===== src/rcl_regs.vh =====
/*
 Register offsets, field positions, reset values and counts of the
 reference clock lock and data rate measurement block.
 Assumes inclusion by its bare name from the design files that use it.
*/
// How it works
// RULE_01: Recovery mode field value 3 in control 0x8 selects reference-assisted lock.
// RULE_02: Reference buffer stays off until software clears its power-down bit.
// RULE_03: Setting the measure enable bit arms the fine rate measurement.
// RULE_04: Software never enables reference lock and measurement together.
// RULE_05: Lock target is reference over band divider times two to ratio minus one.
// RULE_06: Two-bit band field picks the reference range, default lowest band.
// RULE_07: Four-bit ratio code n gives a multiple of two to n minus one.
// RULE_08: After band or ratio changes software pulses the acquire restart bit.
// RULE_09: While tracking, error over 1000 ppm against reference raises lock lost.
// RULE_10: Compare-data bit makes tracking check the oscillator against incoming data.
// RULE_11: Measurement counts data ticks against a fixed reference window.
// RULE_12: Measure enable is a level; repeated restarts need no re-enable.
// RULE_13: Restart pulse on measure restart bit clears done and starts measuring.
// RULE_14: Done flag reads 0 while running and 1 once finished.
// RULE_15: Result is 24 bits over three registers, high byte at offset 0x0.
// RULE_16: Software derives the data rate from count, reference and rate fields.
// RULE_17: Measurement ends 2048 times two to the band code reference periods later.
// RULE_18: Software discards a measurement taken while lock lost is high.
// RULE_19: Software sets band, then enable, then pulses restart.
// RULE_20: During acquisition lock lost drops once within 250 ppm of target.
// RULE_21: All result bytes update together when the done flag rises.
`ifndef RCL_REGS_VH
`define RCL_REGS_VH

`define RCL_ADDR_W 6
`define RCL_ADDR_COUNT_HIGH 6'h00
`define RCL_ADDR_COUNT_MID 6'h01
`define RCL_ADDR_COUNT_LOW 6'h02
`define RCL_ADDR_RATE_READBACK 6'h05
`define RCL_ADDR_STATUS 6'h06
`define RCL_ADDR_CTRL_A 6'h08
`define RCL_ADDR_CTRL_B 6'h09
`define RCL_ADDR_CTRL_C 6'h0A
`define RCL_ADDR_REF_LOCK_CFG 6'h0F

`define RCL_BIT_MEASURE_DONE 0
`define RCL_BIT_MEASURE_RESTART 0
`define RCL_BIT_MEASURE_ENABLE 1
`define RCL_MODE_LSB 4
`define RCL_MODE_MSB 6
`define RCL_MODE_REF_LOCK 3'h3
`define RCL_BIT_ACQUIRE_RESTART 6
`define RCL_BIT_REF_POWERDOWN 2
`define RCL_BIT_COMPARE_DATA 6
`define RCL_BAND_LSB 4
`define RCL_BAND_MSB 5
`define RCL_RATIO_LSB 0
`define RCL_RATIO_MSB 3

`define RCL_RST_CTRL_A 8'h00
`define RCL_RST_CTRL_B 8'h00
`define RCL_RST_CTRL_C 8'h04
`define RCL_RST_REF_LOCK_CFG 8'h00

`define RCL_WINDOW_LOG2 11
`define RCL_ACQ_PPM 24'h0000FA
`define RCL_TRK_PPM 24'h0003E8
`define RCL_PPM_SCALE 24'h0F4240

`endif


===== src/rcl_rise_det.v =====
/*
 Rising edge detector for a sampled clock or tick level.
 Assumes the level is already synchronous to i_clock.
*/
`timescale 1ns/1ns
module rcl_rise_det (
   input wire i_clock,
   input wire i_rst,
   input wire i_level,
   output wire o_rise
);
   reg prev_q;

   always @(posedge i_clock) begin
      if (i_rst) begin
         prev_q <= 1'b0;
      end else begin
         prev_q <= i_level;
      end
   end

   assign o_rise = i_level & ~prev_q;
endmodule


===== src/rcl_freq_cmp.v =====
/*
 Frequency error check of a measured count against a target count.
 Pure combinational; the caller samples the outputs at window end.
*/
`timescale 1ns/1ns
`include "rcl_regs.vh"
module rcl_freq_cmp (
   input wire [23:0] i_measured,
   input wire [23:0] i_target,
   output wire o_within_acq,
   output wire o_beyond_trk
);
   // ----------------------------------------------------------------
   // Error scaling
   // ----------------------------------------------------------------
   // Cross-multiplied so no divider is needed
   function [47:0] rcl_scale;
      input [23:0] value;
      input [23:0] factor;
      begin
         rcl_scale = {24'h000000, value} * {24'h000000, factor};
      end
   endfunction

   localparam [23:0] PPM_ACQ = `RCL_ACQ_PPM;
   localparam [23:0] PPM_TRK = `RCL_TRK_PPM;
   localparam [23:0] PPM_SCALE = `RCL_PPM_SCALE;

   wire [23:0] err = (i_measured > i_target) ? (i_measured - i_target) :
                     (i_target - i_measured);

   // RULE_20: acquisition window
   assign o_within_acq = rcl_scale(err, PPM_SCALE) <= rcl_scale(i_target, PPM_ACQ);
   // RULE_09: tracking threshold
   assign o_beyond_trk = rcl_scale(err, PPM_SCALE) > rcl_scale(i_target, PPM_TRK);
endmodule


===== src/rcl_ref_clock_ctrl.v =====
/*
 Reference clock control: reference-assisted lock detector and fine
 data rate measurement, with the byte register file behind the
 serial control port.
 Assumes the serial slave presents one-cycle write strobes with byte
 address and data, and that reference, oscillator and data tick
 levels arrive already synchronous to i_clock. Oscillator and data
 ticks are the recovered rates divided by 2**OSC_DIV_LOG2.
*/
`timescale 1ns/1ns
`include "rcl_regs.vh"
module rcl_ref_clock_ctrl #(
   parameter OSC_DIV_LOG2 = 7
) (
   input wire i_clock,
   input wire i_rst,
   input wire i_reg_wr,
   input wire [5:0] i_reg_addr,
   input wire [7:0] i_reg_wdata,
   input wire [7:0] i_rate_readback_two,
   input wire i_reference_clock_in,
   input wire i_osc_tick,
   input wire i_data_tick,
   input wire i_recovery_lock_lost,
   output reg [7:0] o_reg_rdata,
   output reg o_lock_lost,
   output reg o_ref_buffer_on,
   output reg o_tracking,
   output reg o_measure_busy
);
   // ----------------------------------------------------------------
   // States
   // ----------------------------------------------------------------
   localparam [2:0] LK_OFF = 3'h1;
   localparam [2:0] LK_ACQ = 3'h2;
   localparam [2:0] LK_TRACK = 3'h4;
   localparam [1:0] MS_IDLE = 2'h1;
   localparam [1:0] MS_RUN = 2'h2;

   // ----------------------------------------------------------------
   // Helpers
   // ----------------------------------------------------------------
   // RULE_17: window of 2048 divided-reference periods
   function [14:0] rcl_window_last;
      input [1:0] band;
      reg [31:0] len;
      begin
         len = 32'h1 << (`RCL_WINDOW_LOG2 + band);
         rcl_window_last = len[14:0] - 15'h0001;
      end
   endfunction

   // RULE_05: expected oscillator ticks per window
   function [23:0] rcl_ref_target;
      input [3:0] ratio;
      reg [31:0] t;
      begin
         t = (32'h1 << (`RCL_WINDOW_LOG2 + ratio)) >> (OSC_DIV_LOG2 + 1);
         rcl_ref_target = t[23:0];
      end
   endfunction

   // ----------------------------------------------------------------
   // Register file
   // ----------------------------------------------------------------
   reg [7:0] ctrl_a_q;
   reg [7:0] ctrl_b_q;
   reg [7:0] ctrl_c_q;
   reg [7:0] ref_cfg_q;
   reg [23:0] result_q;
   reg measure_done_q;

   wire wr_a = i_reg_wr & (i_reg_addr == `RCL_ADDR_CTRL_A);
   wire wr_b = i_reg_wr & (i_reg_addr == `RCL_ADDR_CTRL_B);
   wire wr_c = i_reg_wr & (i_reg_addr == `RCL_ADDR_CTRL_C);
   wire wr_f = i_reg_wr & (i_reg_addr == `RCL_ADDR_REF_LOCK_CFG);

   // RULE_13: restart fires on the 1-to-0 write
   wire measure_restart = wr_a & ctrl_a_q[`RCL_BIT_MEASURE_RESTART] &
                          ~i_reg_wdata[`RCL_BIT_MEASURE_RESTART];
   wire acquire_restart = wr_b & ctrl_b_q[`RCL_BIT_ACQUIRE_RESTART] &
                          ~i_reg_wdata[`RCL_BIT_ACQUIRE_RESTART];

   always @(posedge i_clock) begin
      if (i_rst) begin
         ctrl_a_q <= `RCL_RST_CTRL_A;
         ctrl_b_q <= `RCL_RST_CTRL_B;
         ctrl_c_q <= `RCL_RST_CTRL_C;
         ref_cfg_q <= `RCL_RST_REF_LOCK_CFG;
      end else begin
         if (wr_a) begin
            ctrl_a_q <= i_reg_wdata;
         end
         if (wr_b) begin
            ctrl_b_q <= i_reg_wdata;
         end
         // RULE_02: power-down held until cleared by software
         if (wr_c) begin
            ctrl_c_q <= i_reg_wdata;
         end
         // RULE_06: band and ratio fields stored as written
         if (wr_f) begin
            ref_cfg_q <= i_reg_wdata;
         end
      end
   end

   wire ref_on = ~ctrl_c_q[`RCL_BIT_REF_POWERDOWN];
   wire [1:0] band = ref_cfg_q[`RCL_BAND_MSB:`RCL_BAND_LSB];
   // RULE_07: ratio code
   wire [3:0] ratio = ref_cfg_q[`RCL_RATIO_MSB:`RCL_RATIO_LSB];
   wire compare_data = ref_cfg_q[`RCL_BIT_COMPARE_DATA];
   // RULE_01: mode decode
   wire lock_mode = (ctrl_a_q[`RCL_MODE_MSB:`RCL_MODE_LSB] == `RCL_MODE_REF_LOCK) & ref_on;
   // RULE_03: measurement armed
   wire measure_enable = ctrl_a_q[`RCL_BIT_MEASURE_ENABLE] & ref_on;

   // ----------------------------------------------------------------
   // Edge detection
   // ----------------------------------------------------------------
   wire ref_rise_raw;
   wire osc_rise;
   wire data_rise;

   rcl_rise_det u_ref_rise (
      .i_clock(i_clock),
      .i_rst(i_rst),
      .i_level(i_reference_clock_in),
      .o_rise(ref_rise_raw)
   );
   rcl_rise_det u_osc_rise (
      .i_clock(i_clock),
      .i_rst(i_rst),
      .i_level(i_osc_tick),
      .o_rise(osc_rise)
   );
   rcl_rise_det u_data_rise (
      .i_clock(i_clock),
      .i_rst(i_rst),
      .i_level(i_data_tick),
      .o_rise(data_rise)
   );

   // A powered-down buffer delivers no reference edges
   wire ref_rise = ref_rise_raw & ref_on;

   // ----------------------------------------------------------------
   // Shared window and tick counters
   // ----------------------------------------------------------------
   // Software never runs lock and measurement together, so one window serves both
   reg [2:0] lk_state_q;
   reg [2:0] lk_state_d;
   reg [1:0] ms_state_q;
   reg [1:0] ms_state_d;
   reg [14:0] win_cnt_q;
   reg [23:0] osc_cnt_q;
   reg [23:0] data_cnt_q;

   wire lock_start = lock_mode & ((lk_state_q == LK_OFF) | acquire_restart);
   wire meas_start = measure_restart & measure_enable;
   wire win_restart = lock_start | meas_start;
   wire win_end = ref_rise & (win_cnt_q == rcl_window_last(band)) & ~win_restart;
   wire [23:0] osc_now = osc_cnt_q + {23'h000000, osc_rise};
   wire [23:0] data_now = data_cnt_q + {23'h000000, data_rise};

   always @(posedge i_clock) begin
      if (i_rst) begin
         win_cnt_q <= 15'h0000;
         osc_cnt_q <= 24'h000000;
         data_cnt_q <= 24'h000000;
      end else if (win_restart | win_end) begin
         win_cnt_q <= 15'h0000;
         osc_cnt_q <= 24'h000000;
         data_cnt_q <= 24'h000000;
      end else begin
         if (ref_rise) begin
            win_cnt_q <= win_cnt_q + 15'h0001;
         end
         osc_cnt_q <= osc_now;
         data_cnt_q <= data_now;
      end
   end

   // ----------------------------------------------------------------
   // Lock detector
   // ----------------------------------------------------------------
   wire [23:0] ref_target = rcl_ref_target(ratio);
   // RULE_10: tracking compares against data when selected
   wire [23:0] trk_target = compare_data ? data_now : ref_target;
   wire within_acq;
   wire beyond_trk;

   rcl_freq_cmp u_cmp_acq (
      .i_measured(osc_now),
      .i_target(ref_target),
      .o_within_acq(within_acq),
      .o_beyond_trk()
   );
   rcl_freq_cmp u_cmp_trk (
      .i_measured(osc_now),
      .i_target(trk_target),
      .o_within_acq(),
      .o_beyond_trk(beyond_trk)
   );

   always @* begin
      lk_state_d = lk_state_q;
      case (lk_state_q)
         LK_OFF: begin
            if (lock_mode) begin
               lk_state_d = LK_ACQ;
            end
         end
         LK_ACQ: begin
            // RULE_20: release once close to target
            if (win_end & within_acq) begin
               lk_state_d = LK_TRACK;
            end
         end
         LK_TRACK: begin
            // RULE_09: relock to the reference on large error
            if (win_end & beyond_trk) begin
               lk_state_d = LK_ACQ;
            end
         end
         default: begin
            lk_state_d = LK_OFF;
         end
      endcase
      if (!lock_mode) begin
         lk_state_d = LK_OFF;
      end else if (acquire_restart) begin
         lk_state_d = LK_ACQ;
      end
   end

   // ----------------------------------------------------------------
   // Measurement
   // ----------------------------------------------------------------
   always @* begin
      ms_state_d = ms_state_q;
      case (ms_state_q)
         MS_IDLE: begin
            if (meas_start) begin
               ms_state_d = MS_RUN;
            end
         end
         MS_RUN: begin
            if (win_end) begin
               ms_state_d = MS_IDLE;
            end
         end
         default: begin
            ms_state_d = MS_IDLE;
         end
      endcase
      // RULE_12: dropping the level abandons a run
      if (!measure_enable) begin
         ms_state_d = MS_IDLE;
      end else if (meas_start) begin
         ms_state_d = MS_RUN;
      end
   end

   always @(posedge i_clock) begin
      if (i_rst) begin
         lk_state_q <= LK_OFF;
         ms_state_q <= MS_IDLE;
         result_q <= 24'h000000;
         measure_done_q <= 1'b0;
      end else begin
         lk_state_q <= lk_state_d;
         ms_state_q <= ms_state_d;
         // RULE_13: restart clears the flag, overriding a completion
         if (meas_start) begin
            measure_done_q <= 1'b0;
         end else if ((ms_state_q == MS_RUN) & win_end & measure_enable) begin
            // RULE_21: whole result latched with the flag
            // RULE_11: data ticks counted over the reference window
            result_q <= data_now;
            // RULE_14: done once the window closes
            measure_done_q <= 1'b1;
         end
      end
   end

   // ----------------------------------------------------------------
   // Outputs and read data
   // ----------------------------------------------------------------
   reg [7:0] rdata_d;

   always @* begin
      case (i_reg_addr)
         // RULE_15: high byte first
         `RCL_ADDR_COUNT_HIGH: rdata_d = result_q[23:16];
         `RCL_ADDR_COUNT_MID: rdata_d = result_q[15:8];
         `RCL_ADDR_COUNT_LOW: rdata_d = result_q[7:0];
         `RCL_ADDR_RATE_READBACK: rdata_d = i_rate_readback_two;
         `RCL_ADDR_STATUS: rdata_d = {7'h00, measure_done_q};
         `RCL_ADDR_CTRL_A: rdata_d = ctrl_a_q;
         `RCL_ADDR_CTRL_B: rdata_d = ctrl_b_q;
         `RCL_ADDR_CTRL_C: rdata_d = ctrl_c_q;
         `RCL_ADDR_REF_LOCK_CFG: rdata_d = ref_cfg_q;
         default: rdata_d = 8'h00;
      endcase
   end

   always @(posedge i_clock) begin
      if (i_rst) begin
         o_reg_rdata <= 8'h00;
         o_lock_lost <= 1'b1;
         o_ref_buffer_on <= 1'b0;
         o_tracking <= 1'b0;
         o_measure_busy <= 1'b0;
      end else begin
         o_reg_rdata <= rdata_d;
         // Outside reference lock the rest of the receiver owns the flag
         o_lock_lost <= (lk_state_d == LK_OFF) ? i_recovery_lock_lost :
                        (lk_state_d != LK_TRACK);
         o_ref_buffer_on <= ref_on;
         o_tracking <= (lk_state_d == LK_TRACK);
         o_measure_busy <= (ms_state_d == MS_RUN);
      end
   end
endmodule


===== config.mk =====
export PLATFORM = sky130hd
export DESIGN_NAME = rcl_ref_clock_ctrl
export DESIGN_NICKNAME = d
export VERILOG_FILES = /design/src/rcl_rise_det.v /design/src/rcl_freq_cmp.v /design/src/rcl_ref_clock_ctrl.v
export VERILOG_INCLUDE_DIRS = /design/src /design/src/src
export SDC_FILE = /design/constraint.sdc
export NUM_CORES = 2
export LEC_CHECK = 0
export ABC_AREA = 0
export BUFFER_PORTS_ARGS = -buffer_cell sky130_fd_sc_hd__clkbuf_2
export CELL_PAD_IN_SITES_DETAIL_PLACEMENT = 0
export CELL_PAD_IN_SITES_GLOBAL_PLACEMENT = 1
export CORE_MARGIN = 4
export CORE_UTILIZATION = 37
export DETAILED_ROUTE_END_ITERATION = 6
export PLACE_DENSITY = 0.69
export SLEW_MARGIN = 20
export SYNTH_ARGS = -nofsm -noshare
export SYNTH_HDL_FRONTEND = slang
export SYNTH_SLANG_ARGS = --single-unit

===== constraint.sdc =====
create_clock -name i_clock -period 15.34 [get_ports i_clock]
set_clock_uncertainty 0.1 [all_clocks]
set_input_delay 2.301 -clock i_clock [delete_from_list [all_inputs] [get_ports i_clock]]
set_output_delay 2.301 -clock i_clock [all_outputs]
set_load 0.02 [all_outputs]

==> flow_summary.json <==
{
  "maxSlewViolCount": 0,
  "status": "finished, violations left",
  "routed_wl_mm": 86.5,
  "failed_checks": "DRC",
  "die_h_um": 296,
  "final_antenna_net_count": 0,
  "synth_area_leaders": "fa_1 23%, ha_1 22%, dfxtp_1 9.1%, inv_1 5.9%, xnor2_1 3.8%",
  "instances_no_fill": 4660,
  "dieArea_mm2": 0.0879,
  "synth_edf_count": 0,
  "layout_min_cycle_time_ps": 14450,
  "antenna_found_initial": 0,
  "cap_violations": 0,
  "tightest_slew_ps": 1090,
  "path_class": "in -> reg",
  "hold_viol": 0,
  "grt_util_all_layers_pct": 19.8,
  "layout_setup_ws_ps": 888,
  "portBuffers": 40,
  "insertion_delay_ps": 430,
  "power_uw": 3590,
  "rsz0062_at_grt": "no",
  "htreeDepth": 4,
  "avgSynthCellArea_um2": 8.84,
  "numCtsBuffers": 17,
  "critPathSlowestCell": "a21oi_1",
  "hold_ws_ps": 356,
  "cp_max_fo": 38,
  "clk_pin_slew_ps": 70,
  "max_stage_delay_ps": 750,
  "fin_setup_tns_ps": 0,
  "ios": 41,
  "cpMostUsedCell": "ha_1",
  "ys_ff_latch": 140,
  "max-vdd-ir-drop_mv": 0.166,
  "place_congestion": 0.925,
  "ctsHoldBuffers": 0,
  "vias": 24486,
  "grt_first_pass_wirelength_mm": 138,
  "synth_area_mm2": 0.0308,
  "yosys.cell_types.count": 114,
  "synth_common_cells": "544 x ha_1, 483 x inv_1, 346 x fa_1",
  "clk_path_buf_depth": 2,
  "core_mm2": 0.0822,
  "fp-row-count": 105,
  "area_growth_pct": 8.16,
  "yosysWarnings": 0,
  "holdCritPathClass": "reg -> reg",
  "synth_top_area_share_pct": 22.5,
  "hpwl_mm": 74.3,
  "setup_viol_count_final": 0,
  "yosysTopAreaCell": "fa_1",
  "reg2reg_depth": 47,
  "viasPerCell": 5.25,
  "start_util_pct": 37.4,
  "worst_ep_arrival_time_ps": 14640,
  "max_freq_mhz": 69.2,
  "gr-total-overflow": 0,
  "synth_flop_cell": "dfxtp_1",
  "cts-root-buf": "clkbuf_16",
  "cts_resized": 0,
  "antennaDiodeCount": 0,
  "post_cts_buffers": 0,
  "grt_pass1_vias": 24218,
  "drive_gt1_share_pct": 5.99,
  "wl_per_cell_um": 18.6,
  "tritoncts": "yes",
  "drc_errors": 5,
  "die_w_um": 296,
  "synthArstFlopShare_pct": 0,
  "cp.required_ps": 15530,
  "yosysMostFrequentCell": "ha_1",
  "min_path_cells": 2,
  "drt-pass1-iter-count": 7,
  "ys_seq_area_share_pct": 9.10,
  "power_density_mw_per_mm2": 108,
  "period_share_pct": 94.2,
  "fin_nets": 4498,
  "synthCells": 3483,
  "rrSetupSlack_ps": 2540,
  "grt_max_degree": 68,
  "drtIter0Drc": 1383,
  "clock-sinks": 140,
  "cp-end-kind": "register",
  "relSlewSlack_pct": 26.9,
  "leakagePower_uw": 0.0175,
  "start_kind": "input port",
  "post-place-ws_ps": 592,
  "dp.cells": 4629
}
-- report_power, final --
group / internal [uW] / total [uW] / switching [uW]
Combinational: 1180 / 2780 / 1600
Clock: 272 / 444 / 171
Sequential: 365 / 367 / 1.41
Total: 1820 / 3590 / 1770
-- layout make-up --
type	count	area, um2
well taps	1070	1340
clock buffers	17	425
repair buffers	104	701
inverters	485	1820
multi-input cells	2831	26000
clock inverters	13	190
flip-flops and latches	140	2800
fillers	8475	48900
-- per-stage QoR --
step / utilization [%] / cell area, um2
CTS: 40.4 / 33300
finish: 40.5 / 33300
global placement: 39.7 / 32600
detailed placement: 39.7 / 32600
floorplan: - / 31000
global route: 40.5 / 33300
-- sequential cells by signal, indices dropped and copies added, names as in the netlist, 8 cells and up --
signal       cells
win_cnt_q       15
ctrl_c_q         8
ctrl_b_q         8
osc_cnt_q       24
ctrl_a_q         8
result_q        24
o_reg_rdata      8
ref_cfg_q        8
data_cnt_q      24
-- path summary, 6_finish.rpt --
kind | start | to
setup / recovery | i_data_tick | o_lock_lost
hold / removal | ctrl_c_q[6] | ctrl_c_q[6]
setup reg to reg | ref_cfg_q[1] | o_lock_lost
hold reg to reg | ctrl_c_q[6] | ctrl_c_q[6]
-- layout by cell type (no fill, tap or decap), types with 7 or more instances in the layout --
master     instances
a211oi_1          37
a21boi_0          11
a21o_1           142
a21oi_1          221
a221oi_1          12
a222oi_1          12
a22oi_1            8
a31oi_1           23
and2_1            14
and3_1            25
and4_1            14
buf_4             63
clkbuf_16         17
clkbuf_2          40
conb_1            66
dfxtp_1          140
fa_1             346
ha_1             544
inv_1            483
maj3_1             7
mux2i_1           25
nand2_1          151
nand2b_1          34
nand3_1           86
nand4_1           35
nor2_1           278
nor2b_1           47
nor3_1            49
nor4_1            13
o211ai_1          14
o21a_1            34
o21ai_0          117
o21bai_1          29
o31a_1            11
o31ai_1           11
or2_2             10
or3_1             19
xnor2_1          132
xor2_1            96
-- per-layer routing --
metal  global-route usage (%)  vias up  part of all wire (%)  wire (um)
met3                     1.37       70                   3.2       2790
met4                     2.62        0                   1.3       1160
met2                     33.6      435                    47      40800
met5                        0        -                     0          0
met1                     28.5    11896                    48      41800
li1                         -    12085                     -          -
-- worst max-delay path, delay by kind of cell --
kind | cells | cell delay [ps]
adders and majority gates | 11 | 4300
AOI/OAI and AO/OA | 17 | 4230
and+or+nand+nor | 9 | 1880
buffers and inverters | 7 | 810
xor gates and xnor gates | 3 | 600
muxes | 2 | 490
-- cell families after synthesis --
group	count (synthesis)	synth area share, %
adder cells (fa/ha/maj)	899	44.9
XOR/XNOR	240	7.26
AND/OR/NAND/NOR	824	13.3
multiplexers	29	1.00
other	2	0.0244
AO/OA/AOI/OAI	773	17.1
buffers and inverters	576	7.26
flip-flops	140	9.10
No activity file was read; power rests on OpenSTA's default activity.
